### src/qar_pkg.sv
/*
 Constants, field layouts and carrier types for the queue admission and region access configuration block.
 Assumes a single 10 MHz clock, an asynchronous active-low reset and a plain register port.
*/
// Operation
// - Accept a request only when its priority is at or above the level's threshold.
// - Low threshold register holds levels 1..7 in nibbles [7:4]..[31:28]; [3:0] unused.
// - High threshold register holds levels 8..15 in nibbles [3:0]..[31:28].
// - Default limit low bits [31:16] give maximum address bits 31..16.
// - Default limit high bits [11:0] give maximum address bits 43..32; rest unused.
// - Limit is compared against the translated request address.
// - Default region bits 3..0 enable secure wr, secure rd, nonsecure wr, nonsecure rd.
// - Default limit low bit 4 selects the response for failed checks.
// - Region 0 minimum from lower-bound low [31:16] and lower-bound high [11:0].
// - Region 0 lower-bound low bits 3..0 gate the four request types.
// - Region 0 upper-bound low [31:16] give upper bound bits 31..16; [15:0] unused.
// - Region 0 upper-bound high [11:0] give upper bound bits 43..32; rest unused.
// - All registers readable and writable in every controller state.
// - Default limit low resets to 0x10: error select set, enables cleared.
package qar_pkg;
	localparam int          ADDR_W          = 44;
	localparam int          GRAN_LSB        = 16;
	localparam int          GRAN_W          = ADDR_W - GRAN_LSB;
	localparam logic [7:0]  OFS_THR_LOW     = 8'h60;
	localparam logic [7:0]  OFS_THR_HIGH    = 8'h64;
	localparam logic [7:0]  OFS_DFLT_LOW    = 8'h78;
	localparam logic [7:0]  OFS_DFLT_HIGH   = 8'h7c;
	localparam logic [7:0]  OFS_R0_LO_LOW   = 8'h80;
	localparam logic [7:0]  OFS_R0_LO_HIGH  = 8'h84;
	localparam logic [7:0]  OFS_R0_UP_LOW   = 8'h88;
	localparam logic [7:0]  OFS_R0_UP_HIGH  = 8'h8c;
	localparam logic [31:0] RST_THR         = 32'h0000_0000;
	localparam logic [31:0] RST_DFLT_LOW    = 32'h0000_0010;
	localparam logic [31:0] RST_ZERO        = 32'h0000_0000;
	localparam logic [31:0] MASK_THR_LOW    = 32'hffff_fff0;
	localparam logic [31:0] MASK_THR_HIGH   = 32'hffff_ffff;
	localparam logic [31:0] MASK_DFLT_LOW   = 32'hffff_001f;
	localparam logic [31:0] MASK_MID_EN     = 32'hffff_000f;
	localparam logic [31:0] MASK_MID        = 32'hffff_0000;
	localparam logic [31:0] MASK_TOP        = 32'h0000_0fff;
	localparam int          BIT_ERR_SEL     = 4;
	localparam int          BIT_S_WR        = 3;
	localparam int          BIT_S_RD        = 2;
	localparam int          BIT_NS_WR       = 1;
	localparam int          BIT_NS_RD       = 0;
	localparam int          NUM_REGS        = 8;

	typedef struct packed
	{
		logic [7:0]  addr;
		logic [31:0] wdata;
		logic        wr;
		logic        rd;
	} qar_bus_req_s;

	typedef struct packed
	{
		logic              valid;
		logic [ADDR_W-1:0] addr;
		logic              is_write;
		logic              is_secure;
		logic [3:0]        prio;
		logic [3:0]        fill_level;
	} qar_req_s;

	typedef struct packed
	{
		logic valid;
		logic admit;
		logic access_ok;
		logic region0_hit;
		logic err_sel;
	} qar_resp_s;
endpackage : qar_pkg

### src/qar_cfg.sv
/*
 Register bank for queue admission thresholds and region access control, with the checks they steer.
 Assumes request inputs are synchronous to ref_clk and addresses are already translated.
*/
module qar_cfg
(
	// Clock and reset
	input  wire logic              ref_clk,
	input  wire logic              rst_n,
	// Register port
	input  wire qar_pkg::qar_bus_req_s bus,
	output      logic [31:0]       rdata,
	// Request check
	input  wire qar_pkg::qar_req_s req,
	output      qar_pkg::qar_resp_s resp
);
	import qar_pkg::*;

	logic [31:0]        regs_r   [NUM_REGS];
	logic [31:0]        regs_nxt [NUM_REGS];
	logic [31:0]        rdata_r;
	logic [31:0]        rdata_nxt;
	qar_resp_s          resp_r;
	qar_resp_s          resp_nxt;
	logic [63:0]        thr_all;
	logic [3:0]         level_thr;
	logic [GRAN_W-1:0]  req_gran;
	logic [GRAN_W-1:0]  dflt_max;
	logic [GRAN_W-1:0]  r0_min;
	logic [GRAN_W-1:0]  r0_max;
	logic               r0_hit;
	logic               in_range;
	logic [3:0]         enables;
	logic [3:0]         admit_min_priority_per_level [16];
	logic [15:0]        dflt_addr_mid;
	logic [11:0]        dflt_addr_top;
	logic               dflt_err_resp_sel;
	logic               dflt_secure_wr_allow;
	logic               dflt_secure_rd_allow;
	logic               dflt_nonsecure_wr_allow;
	logic               dflt_nonsecure_rd_allow;
	logic [15:0]        r0_lower_addr_mid;
	logic [11:0]        r0_lower_addr_top;
	logic [15:0]        r0_upper_addr_mid;
	logic [11:0]        r0_upper_addr_top;
	logic               r0_secure_wr_allow;
	logic               r0_secure_rd_allow;
	logic               r0_nonsecure_wr_allow;
	logic               r0_nonsecure_rd_allow;

	localparam logic [7:0]  REG_OFS  [NUM_REGS] = '{OFS_THR_LOW, OFS_THR_HIGH, OFS_DFLT_LOW, OFS_DFLT_HIGH,
		OFS_R0_LO_LOW, OFS_R0_LO_HIGH, OFS_R0_UP_LOW, OFS_R0_UP_HIGH};
	localparam logic [31:0] REG_MASK [NUM_REGS] = '{MASK_THR_LOW, MASK_THR_HIGH, MASK_DFLT_LOW, MASK_TOP,
		MASK_MID_EN, MASK_TOP, MASK_MID, MASK_TOP};
	localparam logic [31:0] REG_RST  [NUM_REGS] = '{RST_THR, RST_THR, RST_DFLT_LOW, RST_ZERO,
		RST_ZERO, RST_ZERO, RST_ZERO, RST_ZERO};

	// Picks the enable bit matching the request type
	function automatic logic type_allowed(input logic [3:0] en, input logic wr, input logic sec);
		logic [1:0] sel;
		sel = {sec, wr};
		case (sel)
			2'b11:   type_allowed = en[BIT_S_WR];
			2'b10:   type_allowed = en[BIT_S_RD];
			2'b01:   type_allowed = en[BIT_NS_WR];
			default: type_allowed = en[BIT_NS_RD];
		endcase
	endfunction : type_allowed

	// Offset decode shared by the write and read paths
	function automatic logic ofs_hit(input logic [7:0] a, input int idx);
		ofs_hit = (a == REG_OFS[idx]);
	endfunction : ofs_hit

	// Register file: no state gating on access, writes land the cycle they appear
	genvar gi;
	generate
		for (gi = 0; gi < NUM_REGS; gi++)
		begin : g_reg
			always_comb
			begin
				regs_nxt[gi] = regs_r[gi];
				if (bus.wr && ofs_hit(bus.addr, gi))
				begin
					regs_nxt[gi] = bus.wdata & REG_MASK[gi];
				end
			end

			always_ff @(posedge ref_clk or negedge rst_n)
			begin
				if (!rst_n)
				begin
					regs_r[gi] <= REG_RST[gi];
				end
				else
				begin
					regs_r[gi] <= regs_nxt[gi];
				end
			end
		end
	endgenerate

	// Read data one cycle after the strobe; unmapped offsets read zero
	always_comb
	begin
		rdata_nxt = 32'h0000_0000;
		if (bus.rd)
		begin
			for (int i = 0; i < NUM_REGS; i++)
			begin
				if (ofs_hit(bus.addr, i))
				begin
					rdata_nxt = regs_r[i];
				end
			end
		end
	end

	// Named fields of the stored words; reserved bits already hold zero
	always_comb
	begin
		thr_all                 = {regs_r[1], regs_r[0]};
		dflt_addr_mid           = regs_r[2][31:16];
		dflt_err_resp_sel       = regs_r[2][BIT_ERR_SEL];
		dflt_secure_wr_allow    = regs_r[2][BIT_S_WR];
		dflt_secure_rd_allow    = regs_r[2][BIT_S_RD];
		dflt_nonsecure_wr_allow = regs_r[2][BIT_NS_WR];
		dflt_nonsecure_rd_allow = regs_r[2][BIT_NS_RD];
		dflt_addr_top           = regs_r[3][11:0];
		r0_lower_addr_mid       = regs_r[4][31:16];
		r0_secure_wr_allow      = regs_r[4][BIT_S_WR];
		r0_secure_rd_allow      = regs_r[4][BIT_S_RD];
		r0_nonsecure_wr_allow   = regs_r[4][BIT_NS_WR];
		r0_nonsecure_rd_allow   = regs_r[4][BIT_NS_RD];
		r0_lower_addr_top       = regs_r[5][11:0];
		r0_upper_addr_mid       = regs_r[6][31:16];
		r0_upper_addr_top       = regs_r[7][11:0];
	end

	// One threshold per level; level 0 has no field and reads zero, so it admits everything
	genvar gl;
	generate
		for (gl = 0; gl < 16; gl++)
		begin : g_level
			always_comb
			begin
				admit_min_priority_per_level[gl] = thr_all[4*gl +: 4];
			end
		end
	endgenerate

	always_comb
	begin
		level_thr = admit_min_priority_per_level[req.fill_level];
	end

	// Address checks on 64 KB granules of the already translated address
	always_comb
	begin
		req_gran = req.addr[ADDR_W-1:GRAN_LSB];
		dflt_max = {dflt_addr_top, dflt_addr_mid};
		r0_min   = {r0_lower_addr_top, r0_lower_addr_mid};
		r0_max   = {r0_upper_addr_top, r0_upper_addr_mid};
		r0_hit   = (req_gran >= r0_min) && (req_gran <= r0_max);
		in_range = r0_hit || (req_gran <= dflt_max);
		// Region 0 wins over the default region wherever the two overlap
		if (r0_hit)
		begin
			enables = {r0_secure_wr_allow, r0_secure_rd_allow, r0_nonsecure_wr_allow, r0_nonsecure_rd_allow};
		end
		else
		begin
			enables = {dflt_secure_wr_allow, dflt_secure_rd_allow, dflt_nonsecure_wr_allow, dflt_nonsecure_rd_allow};
		end
	end

	always_comb
	begin
		resp_nxt             = '0;
		resp_nxt.valid       = req.valid;
		resp_nxt.admit       = req.valid && (req.prio >= level_thr);
		resp_nxt.access_ok   = req.valid && in_range && type_allowed(enables, req.is_write, req.is_secure);
		resp_nxt.region0_hit = req.valid && r0_hit;
		resp_nxt.err_sel     = dflt_err_resp_sel;
	end

	always_ff @(posedge ref_clk or negedge rst_n)
	begin
		if (!rst_n)
		begin
			rdata_r <= 32'h0000_0000;
			resp_r  <= '0;
		end
		else
		begin
			rdata_r <= rdata_nxt;
			resp_r  <= resp_nxt;
		end
	end

	assign rdata = rdata_r;
	assign resp  = resp_r;

	property p_admit;
		@(posedge ref_clk) disable iff (!rst_n)
		req.valid |=> resp.admit == ($past(req.prio) >= $past(level_thr));
	endproperty
	a_admit: assert property (p_admit) else $error("admission mismatch");

	property p_rd_latency;
		@(posedge ref_clk) disable iff (!rst_n)
		(bus.rd && bus.addr == OFS_DFLT_LOW && !bus.wr) |=> rdata == $past(regs_r[2]);
	endproperty
	a_rd_latency: assert property (p_rd_latency) else $error("read data not one cycle later");

	property p_thr_low_unused;
		@(posedge ref_clk) disable iff (!rst_n)
		regs_r[0][3:0] == 4'h0;
	endproperty
	a_thr_low_unused: assert property (p_thr_low_unused) else $error("low threshold nibble not zero");

	property p_write_lands;
		@(posedge ref_clk) disable iff (!rst_n)
		(bus.wr && bus.addr == OFS_THR_HIGH) |=> regs_r[1] == $past(bus.wdata);
	endproperty
	a_write_lands: assert property (p_write_lands) else $error("high threshold write lost");

	property p_top_unused;
		@(posedge ref_clk) disable iff (!rst_n)
		regs_r[3][31:12] == 20'h0 && regs_r[7][31:12] == 20'h0;
	endproperty
	a_top_unused: assert property (p_top_unused) else $error("unused upper bits set");

	property p_mid_unused;
		@(posedge ref_clk) disable iff (!rst_n)
		regs_r[6][15:0] == 16'h0;
	endproperty
	a_mid_unused: assert property (p_mid_unused) else $error("upper bound low bits set");

	property p_err_sel;
		@(posedge ref_clk) disable iff (!rst_n)
		req.valid |=> resp.err_sel == $past(regs_r[2][BIT_ERR_SEL]);
	endproperty
	a_err_sel: assert property (p_err_sel) else $error("error select not reflected");

	property p_r0_hit;
		@(posedge ref_clk) disable iff (!rst_n)
		(req.valid && req_gran == r0_min && r0_min <= r0_max) |=> resp.region0_hit;
	endproperty
	a_r0_hit: assert property (p_r0_hit) else $error("inclusive lower bound missed");

	property p_dflt_deny;
		@(posedge ref_clk) disable iff (!rst_n)
		(req.valid && !r0_hit && regs_r[2][3:0] == 4'h0) |=> !resp.access_ok;
	endproperty
	a_dflt_deny: assert property (p_dflt_deny) else $error("disabled default access allowed");

	property p_r0_gate;
		@(posedge ref_clk) disable iff (!rst_n)
		(req.valid && r0_hit && req.is_secure && req.is_write) |=> resp.access_ok == $past(regs_r[4][BIT_S_WR]);
	endproperty
	a_r0_gate: assert property (p_r0_gate) else $error("region 0 secure write gate wrong");

	property p_rdata_idle;
		@(posedge ref_clk) disable iff (!rst_n)
		!bus.rd |=> rdata == 32'h0000_0000;
	endproperty
	a_rdata_idle: assert property (p_rdata_idle) else $error("read data not cleared after read cycle");

	property p_level0_admit;
		@(posedge ref_clk) disable iff (!rst_n)
		(req.valid && req.fill_level == 4'h0) |=> resp.admit;
	endproperty
	a_level0_admit: assert property (p_level0_admit) else $error("request refused at empty level");

	property p_invalid_quiet;
		@(posedge ref_clk) disable iff (!rst_n)
		!req.valid |=> !resp.valid && !resp.admit && !resp.access_ok && !resp.region0_hit;
	endproperty
	a_invalid_quiet: assert property (p_invalid_quiet) else $error("answer flags set without a request");

	property p_dflt_range;
		@(posedge ref_clk) disable iff (!rst_n)
		(req.valid && !r0_hit && req_gran > dflt_max) |=> !resp.access_ok;
	endproperty
	a_dflt_range: assert property (p_dflt_range) else $error("access above default limit allowed");

	property p_r0_upper_incl;
		@(posedge ref_clk) disable iff (!rst_n)
		(req.valid && req_gran == r0_max && r0_min <= r0_max) |=> resp.region0_hit;
	endproperty
	a_r0_upper_incl: assert property (p_r0_upper_incl) else $error("inclusive upper bound missed");

	property p_r0_outside;
		@(posedge ref_clk) disable iff (!rst_n)
		(req.valid && (req_gran < r0_min || req_gran > r0_max)) |=> !resp.region0_hit;
	endproperty
	a_r0_outside: assert property (p_r0_outside) else $error("region 0 hit outside its bounds");

	property p_dflt_ns_rd;
		@(posedge ref_clk) disable iff (!rst_n)
		(req.valid && !r0_hit && req_gran <= dflt_max && !req.is_secure && !req.is_write)
			|=> resp.access_ok == $past(regs_r[2][BIT_NS_RD]);
	endproperty
	a_dflt_ns_rd: assert property (p_dflt_ns_rd) else $error("default nonsecure read gate wrong");

	property p_r0_ns_rd;
		@(posedge ref_clk) disable iff (!rst_n)
		(req.valid && r0_hit && !req.is_secure && !req.is_write) |=> resp.access_ok == $past(regs_r[4][BIT_NS_RD]);
	endproperty
	a_r0_ns_rd: assert property (p_r0_ns_rd) else $error("region 0 nonsecure read gate wrong");

	property p_reserved_low;
		@(posedge ref_clk) disable iff (!rst_n)
		regs_r[2][15:5] == 11'h000 && regs_r[4][15:4] == 12'h000 && regs_r[5][31:12] == 20'h0_0000;
	endproperty
	a_reserved_low: assert property (p_reserved_low) else $error("reserved bits of bound words set");

	property p_up_low_write;
		@(posedge ref_clk) disable iff (!rst_n)
		(bus.wr && bus.addr == OFS_R0_UP_LOW) |=> regs_r[6] == ($past(bus.wdata) & MASK_MID);
	endproperty
	a_up_low_write: assert property (p_up_low_write) else $error("upper bound low write lost");
endmodule : qar_cfg

### config.mk
export PLATFORM = sky130hd
export DESIGN_NAME = qar_cfg
export DESIGN_NICKNAME = d
export VERILOG_FILES = /design/src/qar_pkg.sv /design/src/qar_cfg.sv
export SDC_FILE = /design/constraint.sdc
export NUM_CORES = 1
export LEC_CHECK = 0
export BUFFER_PORTS_ARGS = -buffer_cell sky130_fd_sc_hd__buf_2
export CORE_ASPECT_RATIO = 0.6
export CORE_UTILIZATION = 59
export CTS_CLUSTER_SIZE = 16
export DETAILED_ROUTE_END_ITERATION = 8
export GPL_TIMING_DRIVEN = 0
export PLACE_DENSITY = 0.81
export SLEW_MARGIN = 10
export SYNTH_ARGS = -nofsm -noshare
export SYNTH_HDL_FRONTEND = slang
export SYNTH_SLANG_ARGS = --single-unit
### constraint.sdc
create_clock -name ref_clk -period 3.1 [get_ports ref_clk]
set_input_delay 0.93 -clock ref_clk [delete_from_list [all_inputs] [get_ports ref_clk]]
set_output_delay 0.93 -clock ref_clk [all_outputs]
set_load 0.01 [all_outputs]
Word level (Yosys, flattened, before mapping)

Cells that the tools add are included.

Register bits after elaboration: 190
Output and inout bits: 37
Logic and storage cells: 59

Magnitude comparators: 5
Equality and inequality tests: 11
Muxes and demuxes: 14
Bitwise logic cells: 1
Reduce and logical (&&, ||, !) cells: 14

Operators by type and width:

| operator                                                 | number |
|---|---|
| 2-to-1 mux 32 bit                                        | 9 |
| less-or-equal comparator 28 bit                          | 2 |
| == test 8 x 7 -> 1 bit, second input constant            | 4 |
| == test 8 bit, second input constant                     | 4 |
| greater-or-equal comparator 28 bit                       | 1 |
| binary-select mux 4 bit (select 4 bit)                   | 1 |
| logical AND 1 bit                                        | 13 |
| 2-to-1 mux 4 bit                                         | 3 |
| greater-or-equal comparator 5 bit, second input constant | 1 |
| inverter 4 -> 5 bit                                      | 1 |
| == test 2 bit, second input constant                     | 2 |
| greater-or-equal comparator 4 bit                        | 1 |
| case mux 1 bit (3 select lines)                          | 1 |
| == test 2 x 1 -> 1 bit, second input constant            | 1 |
| logical OR 1 bit                                         | 1 |

Depth between registers and ports, before layout

Depth after elaboration: 10
Depth in mapped cells: 10
Gate-level depth less buffers: 10

Worst setup path before layout

No wires, ideal clock.

Kind: in2reg
Start: in req[0] (netlist bit)
End: reg resp_r, in the netlist resp[3]
Library setup time: 0.118 ns
Arrival time: 3.674 ns
Required time: 2.982 ns
Slack: -0.692 ns
Stages on the path: 10
Path buffers: 2
Cell sequence: clkbuf_1 -> buf_1 -> mux4_2 -> mux4_2 -> ha_1 -> nand2b_1 -> a21o_1 -> a21o_1 -> a21oi_1 -> nor2_1

RTL lines:

| element              | line           | text |
|---|---|---|
| from (decl)          | qar_cfg.sv:14  | `input wire qar_pkg::qar_req_s req,` |
| to (signal assigned) | qar_cfg.sv:197 | `resp_r <= resp_nxt;` |
| to (decl)            | qar_cfg.sv:23  | `qar_resp_s resp_r;` |

==> impl_metrics.py <==
metrics = {
    "synth": {
        "synth.distinct_cells": 58,
        "ys_ff_latch": 190,
        "synthArstFlopShare_pct": 100,
        "yosysSeqAreaShare_pct": 44.4,
        "yosys_warnings": 0,
        "syn-cell-area_sq_um": 10700,
        "yosys_most_used_dff": "dfrtp_1",
        "synth-edff-count": 0,
        "avgSynthCellArea_sq_um": 11.6,
        "synthesis.nets": 1111,
        "synth_cells": 924,
    },
    "detailed_routing": {
        "num_vias": 8277,
        "drc": 0,
        "wirelength_mm": 29.9,
        "vias_per_cell": 6.33,
        "ant_nets": 0,
        "avgRoutedWirePerCell_um": 22.9,
        "drt_iter0_markers": 1001,
        "drtPass1Iterations": 6,
    },
    "floorplanning": {
        "chipHeight_um": 106,
        "dieArea_sq_um": 18700,
        "dieWidth_um": 176,
        "core_sq_um": 17500,
        "io_pins": 136,
        "start_util_pct": 61.4,
        "rows": 37,
    },
    "status": {
        "status": "completed",
    },
    "clock_network": {
        "ctsHtreeMaxLevel": 4,
        "clock_latency_ns": 0.45,
        "cts_root_buf": "clkbuf_16",
        "path_clk_slew_ns": 0.07,
        "numCtsBuffers": 17,
        "cts_tree": "yes",
        "numClockSinks": 190,
        "cts_max_path_buffers": 2,
    },
    "cells_and_area": {
        "nNetsFinal": 1249,
        "multi_input_area_sq_um": 5460,
        "antennaDiodeCount": 0,
        "seqCellArea_sq_um": 4760,
        "final_util_pct": 70.8,
        "area_growth_pct": 15.3,
        "drive_gt1_share_pct": 32.7,
        "nFillCells": 1205,
        "design_area_sq_um": 12300,
    },
    "timing": {
        "post-route-min-period_ns": 3.04,
        "timing.final.hold_violations": 0,
        "rsz0062_at_grt": "yes",
        "drv_slew": 0,
        "setup_viol": 0,
        "period_share_pct": 98.1,
        "tightestPinTransition_ns": 0.855,
        "fmax_ghz": 0.329,
        "maxSlewHeadroom_pct": 43.0,
        "setup_tns_ns": 0,
        "fin_hold_ws_ns": 0.442,
        "clock_skew_ns": 0.00801,
    },
    "setup_path": {
        "r2r_slack_ns": 0.29,
        "path_buf_inv": 2,
        "r2r_end": "resp[2]$_DFF_PN0_",
        "crit_path_end_kind": "flop",
        "critPathArrivalTime_ns": 3.37,
        "worstReg2RegStart": "r0_lower_addr_mid[15]$_DFFE_PN0P_",
        "path_delay_family": "multiplexers",
        "start_kind": "input pin",
        "critPathKind": "input pin to flop",
        "rr_worst_depth": 10,
        "cp_cell_sequence": "clkbuf_16 -> buf_8 -> mux4_2 -> mux4_2 -> ha_1 -> nand2b_1 -> a21o_1 -> a21o_1 -> a21oi_4 -> nor2_1",
        "critPathMaxStageDelay_ns": 0.57,
        "cp_slowest_cell": "mux4_2",
        "cp_max_fo": 10,
        "critPathRequiredTime_ns": 3.43,
    },
    "global_routing": {
        "grt_pass1_vias": 7915,
        "grt_remaining_overflow": 0,
        "grt_use_total_pct": 33.3,
        "grt_max_degree": 111,
        "grt_pass1_wl_mm": 45.6,
        "antenna_found_initial": 0,
    },
    "pwr": {
        "p_per_area_nw_per_um2": 470,
        "p_total_mw": 5.80,
        "leakagePower_nw": 6.12,
        "peakVddDrop_v": 0.000336,
    },
    "hold_path": {
        "hp-start": "dflt_err_resp_sel$_DFFE_PN1P_",
        "hold_depth": 0,
        "holdPathEnd": "resp[0]$_DFF_PN0_",
        "hold_class": "flop to flop",
    },
    "placement": {
        "hpwl_mm": 22.7,
        "io_buffers": 116,
        "place_area_sq_um": 11700,
        "place.gp.congestion": 0.978,
    },
    "job": {
        "drv_cap": 0,
    },
}
-- worst max path at each step --
stage / startpoint / to / slack, ns / depth (start not counted)
floorplan: req[0] / resp[3]$_DFF_PN0_ / -0.02 / 10
global placement: rst_n / rdata[8]$_DFF_PN0_ / -1.96 / 1
detailed placement: req[2] / resp[3]$_DFF_PN0_ / -0.70 / 10
CTS: req[0] / resp[3]$_DFF_PN0_ / 0.06 / 10
global route: req[39] / resp[2]$_DFF_PN0_ / -0.03 / 10
finish: req[0] / resp[3]$_DFF_PN0_ / 0.06 / 10
-- through the flow --
step	setup slack [ns]	cells
6_report	0.0603	1308
5_1_grt	-0.0345	1308
4_1_cts	0.0601	1306
3_5_place_dp	-0.697	1275
3_3_place_gp	-1.96	1274
2_1_floorplan	-0.0227	924
-- state kept, by name (all words and copies together), names as in the netlist, 5 cells and up --
name                          cells
admit_min_priority_per_level     60
dflt_addr_mid                    16
dflt_addr_top                    12
r0_lower_addr_mid                16
r0_lower_addr_top                12
r0_max                           28
rdata                            32
resp                              5
-- cell usage in the layout (no fill, tap or decap), types with 3 or more instances in the layout --
cell type	n
a211oi_1	5
a21boi_0	8
a21o_1	9
a21oi_1	37
a222oi_1	21
a22o_1	10
a22oi_1	3
a31oi_1	5
and2_1	4
and4_1	3
buf_2	124
buf_4	4
buf_6	5
bufinv_16	5
clkbuf_1	16
clkbuf_16	18
clkbuf_2	4
clkinv_2	3
dfrtp_1	189
ha_1	88
inv_1	90
mux2_2	117
mux2_4	30
mux2i_1	25
mux4_2	16
nand2_1	62
nand2b_1	4
nand3_1	9
nand4_1	16
nor2_1	36
nor2_4	3
nor2b_1	6
nor3_1	5
nor3_4	3
o211ai_1	3
o21ai_0	38
o21ai_1	3
o22ai_1	8
-- power by group --
group	switching [mW]	internal [mW]	leakage (nW)
logic	0.398	0.308	3.25
clock network	0.976	1.45	0.306
registers	0.0872	2.58	2.57
-- cell families after synthesis --
kind of cell             Yosys count  synth area share, %
AND/OR/NAND/NOR                  166                 7.77
AO/OA/AOI/OAI                    165                 10.3
buffers and inverters            127                 4.98
flip-flops                       190                 44.4
multiplexers                     188                 22.2
adder cells (fa/ha/maj)           88                 10.3
-- metal layers --
layer	vias up	part of all wire [%]	track usage [%]	wire length [um]
met1	4133	46	50.3	13600
met4	2	1.5	7.95	445
met2	473	40	44.5	12100
met3	36	12	12.3	3730
met5	-	0.26	3.33	77
li1	3633	-	-	-
-- cell type report --
type	instances	share of cell area, %
plain buffers	37	1.88
clock buffers	20	3.62
clock inverters	11	1.53
inverters	90	2.74
multi-input cells	607	44.2
flip-flops and latches	190	38.5
well taps	234	2.37
repair buffers	119	5.13
-- synth_stat cells (all sizes together), types with 2 or more instances --
cell type	n	share of area, %
a31oi	5	0.29
clkbuf	18	0.64
nand3	9	0.42
a21oi	38	1.8
or2	2	0.12
o22ai	8	0.47
a21o	9	0.63
nor3	8	0.63
o211ai	3	0.21
nor2b	6	0.35
a21boi	8	0.56
and3	2	0.12
dfrtp	189	44
nor2	40	1.6
a22oi	3	0.21
a222oi	21	2.0
ha	88	10
nor4	2	0.12
a22o	10	0.82
and4	3	0.25
o21a	2	0.14
nand2	65	2.4
nand4	16	0.93
inv	90	3.2
o311ai	2	0.16
mux4	16	3.4
or3	2	0.16
and2	4	0.23
buf	19	1.2
a211oi	5	0.35
o21ai	42	2.0
nand2b	4	0.23
a221oi	3	0.25
mux2	147	17
mux2i	25	2.3
-- what timing repair did --
| item | CTS | global route |
|---|---|---|
| hold buffers | 0 | 0 |
| pin swaps | 0 | 1 |
| gates cloned | 0 | 0 |
| buffers inserted | 0 | 2 |
| setup endpoints to repair | 2 | 38 |
| gates resized for setup | 4 | 15 |
(Power assumes the default switching activity.)
